$ cat src/include/rtcc_pkg.sv
package rtcc_pkg;

    // Register offsets
    localparam logic [7:0] RTCC_OFS_RATE_BANK = 8'h0A;
    localparam logic [7:0] RTCC_OFS_MODE      = 8'h0B;
    localparam logic [7:0] RTCC_OFS_FLAGS     = 8'h0C;
    localparam logic [7:0] RTCC_OFS_VALIDITY  = 8'h0D;

    // Field positions
    localparam int RTCC_RATE_LSB    = 0;
    localparam int RTCC_BANK_LSB    = 4;
    localparam int RTCC_UIP_BIT     = 7;
    localparam int RTCC_DST_BIT     = 0;
    localparam int RTCC_H24_BIT     = 1;
    localparam int RTCC_BIN_BIT     = 2;
    localparam int RTCC_UIE_BIT     = 4;
    localparam int RTCC_AIE_BIT     = 5;
    localparam int RTCC_PIE_BIT     = 6;
    localparam int RTCC_FREEZE_BIT  = 7;
    localparam int RTCC_UF_BIT      = 4;
    localparam int RTCC_AF_BIT      = 5;
    localparam int RTCC_PF_BIT      = 6;
    localparam int RTCC_IRQ_PENDING_SUMMARY_BIT    = 7;
    localparam int RTCC_VALID_BIT   = 7;

    // Divider chain timing, counted in oscillator ticks
    localparam longint RTCC_OSC_HZ         = 32768;
    localparam longint RTCC_NS_PER_S       = 1000000000;
    localparam longint RTCC_UIP_LEAD_NS    = 244000;
    localparam longint RTCC_ALARM_DELAY_NS = 30500;
    localparam int RTCC_UIP_LEAD_TICKS =
        int'((RTCC_UIP_LEAD_NS * RTCC_OSC_HZ + RTCC_NS_PER_S - 1) / RTCC_NS_PER_S);
    localparam int RTCC_ALARM_DELAY_TICKS =
        int'((RTCC_ALARM_DELAY_NS * RTCC_OSC_HZ + RTCC_NS_PER_S - 1) / RTCC_NS_PER_S);
    localparam logic [14:0] RTCC_UPD_POS = 15'(RTCC_UIP_LEAD_TICKS);

    // Divider chain control codes
    localparam logic [2:0] RTCC_DV_BANK0 = 3'h2;
    localparam logic [2:0] RTCC_DV_BANK1 = 3'h3;
    localparam logic [2:0] RTCC_DV_BANK2 = 3'h4;
    localparam logic [2:0] RTCC_DV_TEST  = 3'h5;

    typedef enum logic [3:0] {
        RTCC_DIV_RUN   = 4'h1,
        RTCC_DIV_HALT  = 4'h2,
        RTCC_DIV_RESET = 4'h4,
        RTCC_DIV_TEST  = 4'h8
    } rtcc_div_mode_t;

    typedef struct packed {
        logic [2:0]  sync_osc;
        logic [1:0]  sync_low;
        logic [14:0] div_cnt;
        logic [3:0]  tick_rate_select;
        logic [2:0]  divider_bank_ctrl;
        logic        dst_enable;
        logic        hour24_sel;
        logic        binary_format_sel;
        logic        freeze;
        logic        update_irq_en;
        logic        alarm_irq_en;
        logic        periodic_irq_en;
        logic        update_done_flag;
        logic        alarm_hit_flag;
        logic        periodic_tick_flag;
        logic [1:0]  alarm_delay;
        logic        supply_valid;
        logic        wr_unlock;
        logic        irq;
        logic        upd_pulse;
        logic [7:0]  rdata;
    } rtcc_state_t;

    localparam rtcc_state_t RTCC_POR_STATE = '0;

endpackage : rtcc_pkg

$ cat src/logic/rtcc_ctrl_regs.sv
// Notes on behaviour
// Register writes are ignored until software has read the supply validity register.
// Rate select picks one of thirteen divider taps; zero disables periodic ticks.
// Rate select and divider control survive master reset and are read/write.
// Divider control selects bank, oscillator stop on power failure, test or reset.
// Update pending is high 244 us before an update, low when frozen.
// Update follows a periodic tick by at least half period plus 244 us; here rate codes 3 to 5 (taps 1 to 3) fall short.
// Alarm flag rises 30.5 us after the update that matched the alarm.
// Reading the flag register clears all flags and the interrupt; so does reset.
// Daylight saving enable drives the spring jump and survives master reset.
// Daylight saving enable also drives the autumn step back.
// Mode bit 1 selects 12 or 24 hour format, unaffected by reset.
// Mode bit 2 selects BCD or binary format, unaffected by reset.
// Mode bit 3 always reads zero.
// Update, alarm and periodic enables are read/write and cleared by master reset.
// Update flag sets at every update; alarm flag after an update that matches.
// Freeze bit holds the user time copy; master reset leaves it alone.
// Flag register bits 3 to 0 read zero.
// Flags are read-only, cleared by master reset and by reading the register.
// Periodic flag sets on a transition of the selected divider tap.
// Flag bit 7 is the inverse of the active-low interrupt output.
// Validity register bits 6 to 0 read zero.
// Supply valid reads zero after a supply drop and is set by reading.
//
// Design decision made here: the plain strobed port.
`timescale 1ns/1ns
`default_nettype none

module rtcc_ctrl_regs
    import rtcc_pkg::*;
(
    input  wire logic       SYS_CLK,
    input  wire logic       SYS_RST,
    input  wire logic       PWRON_RST,
    input  wire logic [7:0] REG_ADDR,
    input  wire logic [7:0] REG_WDATA,
    input  wire logic       REG_WR,
    input  wire logic       REG_RD,
    output logic      [7:0] REG_RDATA,
    input  wire logic       OSC_32K,
    input  wire logic       SUPPLY_LOW,
    input  wire logic       ALARM_MATCH,
    output logic            IRQ_N,
    output logic            TIME_UPDATE,
    output logic            USER_COPY_FREEZE,
    output logic            DST_ENABLE,
    output logic            HOUR24_MODE,
    output logic            BINARY_FORMAT,
    output logic      [1:0] BANK_SEL,
    output logic            OSC_STOP_REQ,
    output logic            DIV_TEST_MODE
);

    // Tap of the divider chain for a rate code; bit 4 marks a valid tap
    function automatic logic [4:0] rtcc_tap(input logic [3:0] rs);
        logic [4:0] t;
        case (rs)
            4'h0:    t = 5'h00;
            4'h1:    t = 5'h16;
            4'h2:    t = 5'h17;
            default: t = {1'b1, 4'(rs - 4'h2)};
        endcase
        return t;
    endfunction : rtcc_tap

    function automatic rtcc_div_mode_t rtcc_div_mode(input logic [2:0] dv,
                                                     input logic       low);
        rtcc_div_mode_t m;
        case (dv)
            3'h0, 3'h1:   m = low ? RTCC_DIV_HALT : RTCC_DIV_RUN;
            RTCC_DV_TEST: m = RTCC_DIV_TEST;
            3'h6, 3'h7:   m = RTCC_DIV_RESET;
            default:      m = RTCC_DIV_RUN;
        endcase
        return m;
    endfunction : rtcc_div_mode

    rtcc_state_t    st_reg;
    rtcc_state_t    st_next;
    rtcc_div_mode_t div_mode;
    logic           low_s;
    logic           osc_tick;
    logic           counting;
    logic           upd_ev;
    logic           per_ev;
    logic           alm_ev;
    logic           update_pending;
    logic [4:0]     tap;
    logic           rd_flags;
    logic           rd_valid;
    logic           wr_ok;

    always_comb begin
        st_next = st_reg;
        st_next.sync_osc = {st_reg.sync_osc[1:0], OSC_32K};
        st_next.sync_low = {st_reg.sync_low[0], SUPPLY_LOW};
        low_s    = st_reg.sync_low[1];
        div_mode = rtcc_div_mode(st_reg.divider_bank_ctrl, low_s);
        counting = (div_mode == RTCC_DIV_RUN) || (div_mode == RTCC_DIV_TEST);
        osc_tick = st_reg.sync_osc[1] && !st_reg.sync_osc[2] && counting;

        // Divider chain
        case (div_mode)
            RTCC_DIV_RESET: st_next.div_cnt = '0;
            RTCC_DIV_RUN,
            RTCC_DIV_TEST:  st_next.div_cnt = osc_tick ? st_reg.div_cnt + 15'h1
                                                       : st_reg.div_cnt;
            RTCC_DIV_HALT:  st_next.div_cnt = st_reg.div_cnt;
            default:        st_next.div_cnt = st_reg.div_cnt;
        endcase

        // Update lands UPDATE_PENDING lead ticks after the second boundary
        upd_ev = osc_tick && (st_next.div_cnt == RTCC_UPD_POS);
        update_pending    = counting && (st_reg.div_cnt < RTCC_UPD_POS) && !st_reg.freeze;

        tap    = rtcc_tap(st_reg.tick_rate_select);
        per_ev = tap[4] && st_next.div_cnt[tap[3:0]] && !st_reg.div_cnt[tap[3:0]];

        // Alarm fires a fixed number of ticks after the matching update
        alm_ev = osc_tick && (st_reg.alarm_delay == 2'h1);
        if (osc_tick && (st_reg.alarm_delay != 2'h0)) begin
            st_next.alarm_delay = st_reg.alarm_delay - 2'h1;
        end
        if (upd_ev && ALARM_MATCH) begin
            st_next.alarm_delay = 2'(RTCC_ALARM_DELAY_TICKS);
        end

        // Register access
        wr_ok    = REG_WR && st_reg.wr_unlock;
        rd_flags = REG_RD && (REG_ADDR == RTCC_OFS_FLAGS);
        rd_valid = REG_RD && (REG_ADDR == RTCC_OFS_VALIDITY);

        if (wr_ok && (REG_ADDR == RTCC_OFS_RATE_BANK)) begin
            st_next.tick_rate_select  = REG_WDATA[RTCC_RATE_LSB +: 4];
            st_next.divider_bank_ctrl = REG_WDATA[RTCC_BANK_LSB +: 3];
        end
        if (wr_ok && (REG_ADDR == RTCC_OFS_MODE)) begin
            st_next.dst_enable        = REG_WDATA[RTCC_DST_BIT];
            st_next.hour24_sel        = REG_WDATA[RTCC_H24_BIT];
            st_next.binary_format_sel = REG_WDATA[RTCC_BIN_BIT];
            st_next.update_irq_en     = REG_WDATA[RTCC_UIE_BIT];
            st_next.alarm_irq_en      = REG_WDATA[RTCC_AIE_BIT];
            st_next.periodic_irq_en   = REG_WDATA[RTCC_PIE_BIT];
            st_next.freeze            = REG_WDATA[RTCC_FREEZE_BIT];
        end

        st_next.rdata = 8'h00;
        if (REG_RD) begin
            case (REG_ADDR)
                RTCC_OFS_RATE_BANK: begin
                    st_next.rdata[RTCC_RATE_LSB +: 4] = st_reg.tick_rate_select;
                    st_next.rdata[RTCC_BANK_LSB +: 3] = st_reg.divider_bank_ctrl;
                    st_next.rdata[RTCC_UIP_BIT]       = update_pending;
                end
                RTCC_OFS_MODE: begin
                    st_next.rdata[RTCC_DST_BIT]    = st_reg.dst_enable;
                    st_next.rdata[RTCC_H24_BIT]    = st_reg.hour24_sel;
                    st_next.rdata[RTCC_BIN_BIT]    = st_reg.binary_format_sel;
                    st_next.rdata[RTCC_UIE_BIT]    = st_reg.update_irq_en;
                    st_next.rdata[RTCC_AIE_BIT]    = st_reg.alarm_irq_en;
                    st_next.rdata[RTCC_PIE_BIT]    = st_reg.periodic_irq_en;
                    st_next.rdata[RTCC_FREEZE_BIT] = st_reg.freeze;
                end
                RTCC_OFS_FLAGS: begin
                    st_next.rdata[RTCC_UF_BIT]   = st_reg.update_done_flag;
                    st_next.rdata[RTCC_AF_BIT]   = st_reg.alarm_hit_flag;
                    st_next.rdata[RTCC_PF_BIT]   = st_reg.periodic_tick_flag;
                    st_next.rdata[RTCC_IRQ_PENDING_SUMMARY_BIT] = st_reg.irq;
                end
                RTCC_OFS_VALIDITY: begin
                    st_next.rdata[RTCC_VALID_BIT] = st_reg.supply_valid;
                end
                default: st_next.rdata = 8'h00;
            endcase
        end

        // Flags: a read clears them, an event in the same cycle still sets
        if (rd_flags) begin
            st_next.update_done_flag   = 1'b0;
            st_next.alarm_hit_flag     = 1'b0;
            st_next.periodic_tick_flag = 1'b0;
        end
        if (upd_ev) begin
            st_next.update_done_flag = 1'b1;
        end
        if (alm_ev) begin
            st_next.alarm_hit_flag = 1'b1;
        end
        if (per_ev) begin
            st_next.periodic_tick_flag = 1'b1;
        end

        // Reading validity marks data valid and opens writes; a low supply wins over the valid bit, not the unlock
        if (rd_valid) begin
            st_next.supply_valid = 1'b1;
            st_next.wr_unlock    = 1'b1;
        end
        if (low_s) begin
            st_next.supply_valid = 1'b0;
        end

        st_next.upd_pulse = upd_ev;

        if (SYS_RST) begin
            st_next.update_irq_en      = 1'b0;
            st_next.alarm_irq_en       = 1'b0;
            st_next.periodic_irq_en    = 1'b0;
            st_next.update_done_flag   = 1'b0;
            st_next.alarm_hit_flag     = 1'b0;
            st_next.periodic_tick_flag = 1'b0;
            st_next.alarm_delay        = 2'h0;
            st_next.rdata              = 8'h00;
        end

        st_next.irq = (st_next.update_done_flag   && st_next.update_irq_en)
                   || (st_next.alarm_hit_flag     && st_next.alarm_irq_en)
                   || (st_next.periodic_tick_flag && st_next.periodic_irq_en);
    end

    always_ff @(posedge SYS_CLK) begin
        if (PWRON_RST) begin
            st_reg <= RTCC_POR_STATE;
        end else begin
            st_reg <= st_next;
        end
    end

    assign REG_RDATA        = st_reg.rdata;
    assign IRQ_N            = !st_reg.irq;
    assign TIME_UPDATE      = st_reg.upd_pulse;
    assign USER_COPY_FREEZE = st_reg.freeze;
    assign DST_ENABLE       = st_reg.dst_enable;
    assign HOUR24_MODE      = st_reg.hour24_sel;
    assign BINARY_FORMAT    = st_reg.binary_format_sel;
    assign BANK_SEL         = (st_reg.divider_bank_ctrl == RTCC_DV_BANK1) ? 2'h1 :
                              (st_reg.divider_bank_ctrl == RTCC_DV_BANK2) ? 2'h2 : 2'h0;
    assign OSC_STOP_REQ     = (div_mode == RTCC_DIV_HALT);
    assign DIV_TEST_MODE    = (div_mode == RTCC_DIV_TEST);
endmodule : rtcc_ctrl_regs

`default_nettype wire

$ cat config.mk
export PLATFORM = sky130hd
export DESIGN_NAME = rtcc_ctrl_regs
export DESIGN_NICKNAME = d
export VERILOG_FILES = /design/src/include/rtcc_pkg.sv /design/src/logic/rtcc_ctrl_regs.sv
export SDC_FILE = /design/constraint.sdc
export NUM_CORES = 1
export LEC_CHECK = 0
export BUFFER_PORTS_ARGS = -buffer_cell sky130_fd_sc_hd__buf_2
export CAP_MARGIN = 20
export CORE_UTILIZATION = 62
export CTS_CLUSTER_DIAMETER = 200
export DETAILED_ROUTE_END_ITERATION = 6
export HOLD_SLACK_MARGIN = 0.02
export PLACE_DENSITY = 0.85
export SLEW_MARGIN = 30
export SYNTH_ARGS = -nofsm -noshare
export SYNTH_HDL_FRONTEND = slang
export SYNTH_SLANG_ARGS = --single-unit
$ cat constraint.sdc
create_clock -name SYS_CLK -period 5.5 [get_ports SYS_CLK]
set_input_delay 0.55 -clock SYS_CLK [delete_from_list [all_inputs] [get_ports SYS_CLK]]
set_output_delay 0.55 -clock SYS_CLK [all_outputs]
set_load 0.02 [all_outputs]
## Word level (Yosys, flattened, before mapping)

Cells that the tools add are included.

- $add $sub $neg: 3
- Magnitude comparators: 2
- Equal/unequal tests: 18
- Muxes and demuxes: 22
- Bitwise operators: 2
- Reductions and logical operators: 37

Operators by type and width:

| kind | count |
|---|---|
| equality test 8 x 4 -> 1 bit, second input constant | 4 |
| case mux 15 bit (2 select lines) | 1 |
| logical AND 1 bit | 18 |
| adder 15 x 1 -> 15 bit, second input constant | 1 |
| equality test 15 x 4 -> 1 bit, second input constant | 1 |
| < comparator 15 x 4 -> 1 bit, second input constant | 1 |
| 2-to-1 mux 15 bit | 1 |
| case mux 5 bit (3 select lines) | 1 |
| equality test 3 bit, second input constant | 4 |
| case mux 4 bit (3 select lines) | 1 |
| 2-to-1 mux 2 bit | 5 |
| OR reduction 2 bit | 5 |
| case mux 3 bit (3 select lines) | 1 |
| binary-select mux 1 bit (select 4 bit) | 2 |
| equality test 4 x 1 -> 1 bit, second input constant | 2 |
| equality test 4 x 2 -> 1 bit, second input constant | 2 |
| 2-to-1 mux 8 bit | 1 |
| 2-to-1 mux 3 bit | 2 |
| case mux 3 bit (2 select lines) | 1 |
| OR reduction 3 bit | 2 |
| < comparator 4 x 5 -> 1 bit, second input constant | 1 |
| 2-to-1 mux 1 bit | 5 |
| equality test 4 x 3 -> 1 bit, second input constant | 1 |
| equality test 4 bit, second input constant | 1 |
| 13 further kinds | 20 |

- Flip-flop bits (word level): 51
- Bits of input ports: 24
- Output and inout bits: 18

## Longest topological paths before layout

- Word-level depth: 17
- Gate-level depth with buffers: 12
- Depth with buffers taken out: 10

## Least setup slack after synthesis

No wires, ideal clock.

- Path kind: input to register
- From: in REG_ADDR[5]
- To: reg st_reg[9] in the netlist's numbering
- Setup time: 0.127 ns
- Data arrival time: 2.559 ns
- Data required time: 5.373 ns
- Setup slack: 2.814 ns
- Cell stages on the path: 9
- Path through: nor4_1 > and4_1 > clkbuf_1 > mux2i_1 > nor2_1 > a222oi_1 > a21oi_1 > a211oi_1 > o21ai_1

- Cells in the longest elaborated chain, start to end: 8
- Elaborated cells on any way between the ends: 15
- Those cells by class: eq/ne (2); mux (6); reduce/logical (7)

RTL lines:

| what | RTL line | text |
|---|---|---|
| start: declaration | rtcc_ctrl_regs.sv:35 | `input wire logic [7:0] REG_ADDR,` |
| equality test 8 x 4 -> 1 bit | rtcc_ctrl_regs.sv:130 | `rd_flags = REG_RD && (REG_ADDR == RTCC_OFS_FLAGS);` |
| logical AND 1 bit | rtcc_ctrl_regs.sv:130 |  |
| 2-to-1 mux 3 bit | rtcc_ctrl_regs.sv:178 | `if (rd_flags) begin` |
| 2-to-1 mux 1 bit (on tied branches) | rtcc_ctrl_regs.sv:183, rtcc_ctrl_regs.sv:186 |  |
| 2-to-1 mux 8 bit (*) | rtcc_ctrl_regs.sv:204 | `if (SYS_RST) begin` |
| logical AND 1 bit (on tied branches) | rtcc_ctrl_regs.sv:215, rtcc_ctrl_regs.sv:216 |  |
| logical OR 1 bit | rtcc_ctrl_regs.sv:216 | `\|\| (st_next.alarm_hit_flag && st_next.alarm_irq_en)` |
| logical OR 1 bit (*) | rtcc_ctrl_regs.sv:217 | `\|\| (st_next.periodic_tick_flag && st_next.periodic_irq_en);` |
| end signal: assignment | rtcc_ctrl_regs.sv:224 | `st_reg <= st_next;` |
| end: declaration | rtcc_ctrl_regs.sv:78 | `rtcc_state_t st_reg;` |

Mark *: on every way between the ends. The rest lies on a longest branch, timed or not.
A chain may end at the register's enable or synchronous reset.

## Worst setup path in the final report

- From: reg st_reg[28] in the netlist's numbering
- To: reg st_reg[14] in the netlist's numbering

- Cells in the longest elaborated chain, start to end: 8
- Elaborated cells on any way between the ends: 14
- Those cells by class: add/sub (1); eq/ne (2); mux (7); reduce/logical (4)

RTL lines:

| what | RTL line | text |
|---|---|---|
| subtractor 4 x 2 -> 4 bit, or another cell as far along | rtcc_ctrl_regs.sv:61 | `default: t = {1'b1, 4'(rs - 4'h2)};` |
| case mux 5 bit (3 select lines) (*) | rtcc_ctrl_regs.sv:57 | `case (rs)` |
| binary-select mux 1 bit (select 4 bit) | rtcc_ctrl_regs.sv:117 | `per_ev = tap[4] && st_next.div_cnt[tap[3:0]] && !st_reg.div_cnt[tap[3:0]];` |
| 2-to-1 mux 1 bit (implied by the code) | rtcc_ctrl_regs.sv:117 |  |
| logical AND 1 bit or zero test 1 bit (tied branches) | rtcc_ctrl_regs.sv:117 |  |
| logical AND 1 bit (*) | rtcc_ctrl_regs.sv:117 |  |
| 2-to-1 mux 1 bit (*) | rtcc_ctrl_regs.sv:189 | `if (per_ev) begin` |
| 2-to-1 mux 8 bit (*) | rtcc_ctrl_regs.sv:204 |  |

Mark *: on every way between the ends. The rest lies on a longest branch, timed or not. The select of a mux whose other input is x is not followed.

==> results.json <==
{
  "seq_area_frac_synth_pct": 33.1,
  "period_minus_slack_ps": 2980,
  "slew_viol_final": 0,
  "synthCells": 378,
  "layout_commonest_cell": "dfxtp_1",
  "fillers": 403,
  "rsz0062_at_grt": "false",
  "cts_tree": "yes",
  "antenna_found_initial": 0,
  "setup_tns_ps": 0,
  "postCtsHoldBufs": 0,
  "die_w_microns": 72.5,
  "final_hold_viol_count": 0,
  "dp_hpwl_mm": 5.36,
  "diodes": 0,
  "postCtsSetupBuffers": 0,
  "cts_buffers": 5,
  "cpPeakStageDelay_ps": 710,
  "maxCapViolCount": 0,
  "path_cells": "inv_2 > ha_1 > nand3b_1 > o21ai_0 > mux2i_1 > o211ai_1 > a2111oi_0 > nor4_2 > o31ai_2",
  "yosysWarningCount": 0,
  "slew_headroom_pct": 47.4,
  "synth_nets": 406,
  "worstSetupEndpointType": "flip-flop",
  "drtIter0Drc": 246,
  "min_path_type": "in -> reg",
  "routed_wl_mm": 7.33,
  "dp.cells": 452,
  "gp_congestion": 0.931,
  "setup_viol": 0,
  "grt_first_pass_wirelength_mm": 12.2,
  "synth_area_leader_cell": "dfxtp_1",
  "synth_top_area_share_pct": 33.1,
  "syn_area_sq_mm": 0.00308,
  "synthTopCellsByArea": "dfxtp_1 33%, mux2i_1 8.4%, nor2_1 6.1%",
  "first_pass_iters": 5,
  "clk_path_buf_depth": 2,
  "wire_per_inst_microns": 15.9,
  "largest_reg_flops": 34,
  "synth-edff-count": 0,
  "htree_levels": 2,
  "synthArstFlopShare_pct": 0,
  "port_buffers": 41,
  "tightest_slew_ps": 783,
  "die-area_sq_mm": 0.00525,
  "timing.final.crit_share_pct": 54.2,
  "ios": 42,
  "cp.arrival_ps": 3210,
  "path_clk_slew_ps": 90,
  "cp_max_fo": 18,
  "via_per_inst": 6.24,
  "initial_core_util_pct": 64.8,
  "slowest_stage": "dfxtp_1",
  "cp.required_ps": 5730,
  "worst_setup_path_start_kind": "flip-flop",
  "layout-drive-gt1-share_pct": 16.5,
  "powerDensity_mw_per_mm2": 189,
  "synthDistinctLibCells": 65,
  "fmax_ghz": 0.335,
  "instances_no_fill": 460,
  "via_count": 2871,
  "cts-resized-gates": 0,
  "cts.sinks": 51,
  "ant_nets": 0,
  "synth_seq_cells": 51,
  "fin_util_pct": 69.1,
  "outcome": "completed",
  "cts-root-buf": "clkbuf_8",
  "timing.hold.ws_ps": 417,
  "synth_ff_type": "dfxtp_1",
  "die_h_microns": 72.5,
  "fin_worst_skew_ps": 4.90,
  "peakVddDrop_mv": 0.181,
  "areaGrowthSynthToFinish_pct": 6.70,
  "path_class": "reg -> reg",
  "synth_area_per_cell_sq_um": 8.15,
  "clkLatencyLatePin_ps": 310,
  "cp_top_family": "compound AO/OA/AOI/OAI gates",
  "power.static_leakage_nw": 1.18,
  "final_cell_mix": "51 x dfxtp_1, 50 x nor2_1, 41 x buf_2, 28 x nand2_1, 26 x mux2i_1",
  "core-area_sq_mm": 0.00475,
  "overflow": 0,
  "grt_util_all_layers_pct": 30.0,
  "cp_num_buf_inv": 1,
  "grt_max_degree": 27,
  "nets": 420,
  "rows": 25,
  "grt_pass1_vias": 2673,
  "drc": 0
}
## report_power, final
group	switching [mW]	leakage (nW)	internal [mW]	total [mW]
Clock	0.127	0.0402	0.0887	0.215
Combinational	0.0194	0.724	0.0125	0.0319
Sequential	0.00162	0.412	0.371	0.373
Total	0.148	1.18	0.472	0.620
## synth_stat cells (2+ instances only)
| cell type | n |
|---|---|
| xor2_1 | 4 |
| and3b_1 | 3 |
| or4_1 | 3 |
| nor3b_1 | 5 |
| nor2_1 | 50 |
| nand2_1 | 28 |
| buf_2 | 4 |
| mux2i_1 | 26 |
| nand4_1 | 5 |
| o32ai_1 | 2 |
| or3_1 | 2 |
| nor2b_1 | 7 |
| a21oi_1 | 16 |
| or2_2 | 2 |
| o21a_1 | 3 |
| inv_1 | 12 |
| nor3_1 | 11 |
| ha_1 | 4 |
| dfxtp_1 | 51 |
| and3_1 | 4 |
| and4_1 | 2 |
| o21ai_0 | 10 |
| o2bb2ai_1 | 2 |
| and2_1 | 3 |
| clkbuf_1 | 19 |
| xnor2_1 | 14 |
| a211oi_1 | 5 |
| a22oi_1 | 7 |
| a2111oi_0 | 2 |
| nand3_1 | 9 |
| nor4_1 | 10 |
| nor4_2 | 2 |
| o22ai_1 | 3 |
| nand2b_1 | 5 |
| buf_4 | 8 |
| nand3b_1 | 2 |
| o211ai_1 | 5 |
## routing by layer
layer | vias to the layer above | part of all wire (%) | GRT usage [%]
met4 | 0 | 2.7 | 11.5
met2 | 169 | 45 | 47.8
met3 | 26 | 9.1 | 8.47
met5 | - | 0 | 0
met1 | 1313 | 43 | 38.4
li1 | 1363 | - | -
## final cells by class
cell class | instances | area (sq um) | share of cell area, %
Multi-Input combinational cell | 279 | 1830 | 55.7
Clock inverter | 3 | 20.0 | 0.609
Sequential cell | 51 | 1020 | 31.1
Timing Repair Buffer | 42 | 213 | 6.47
Clock buffer | 5 | 68.8 | 2.09
Tap cell | 67 | 83.8 | 2.55
Inverter | 13 | 48.8 | 1.48
## through the flow
step	area [sq um]	total power, mW	worst slack (ps)
6_report	3290	0.620	2520
5_1_grt	3290	0.646	2220
4_1_cts	3290	0.620	2580
3_5_place_dp	3200	0.413	2460
3_3_place_gp	3200	0.412	2610
2_1_floorplan	3080	0.397	2810
## cell families (layout without fill, tap and decap cells)
family | after synthesis | after routing | synth area share, %
and+or+nand+nor | 162 | 162 | 28.8
AOI/OAI and AO/OA | 69 | 69 | 15.4
DFF | 51 | 51 | 33.1
buffers and inverters | 48 | 63 | 7.39
muxes | 26 | 26 | 8.45
xor gates and xnor gates | 18 | 18 | 5.12
adders and majority gates | 4 | 4 | 1.62
## worst paths after layout
kind	start	end	slack (ps)	cells past startpoint
setup / recovery	st_reg[28]$_SDFFE_PP0P_	st_reg[14]$_SDFF_PP0_	2520	9
hold reg to reg	st_reg[10]$_SDFFE_PP0P_	st_reg[10]$_SDFFE_PP0P_	460	2
setup reg to reg	st_reg[28]$_SDFFE_PP0P_	st_reg[14]$_SDFF_PP0_	2520	9
hold / removal	ALARM_MATCH	st_reg[13]$_SDFFE_PP0P_	420	2
No activity file was read; power rests on OpenSTA's default activity.
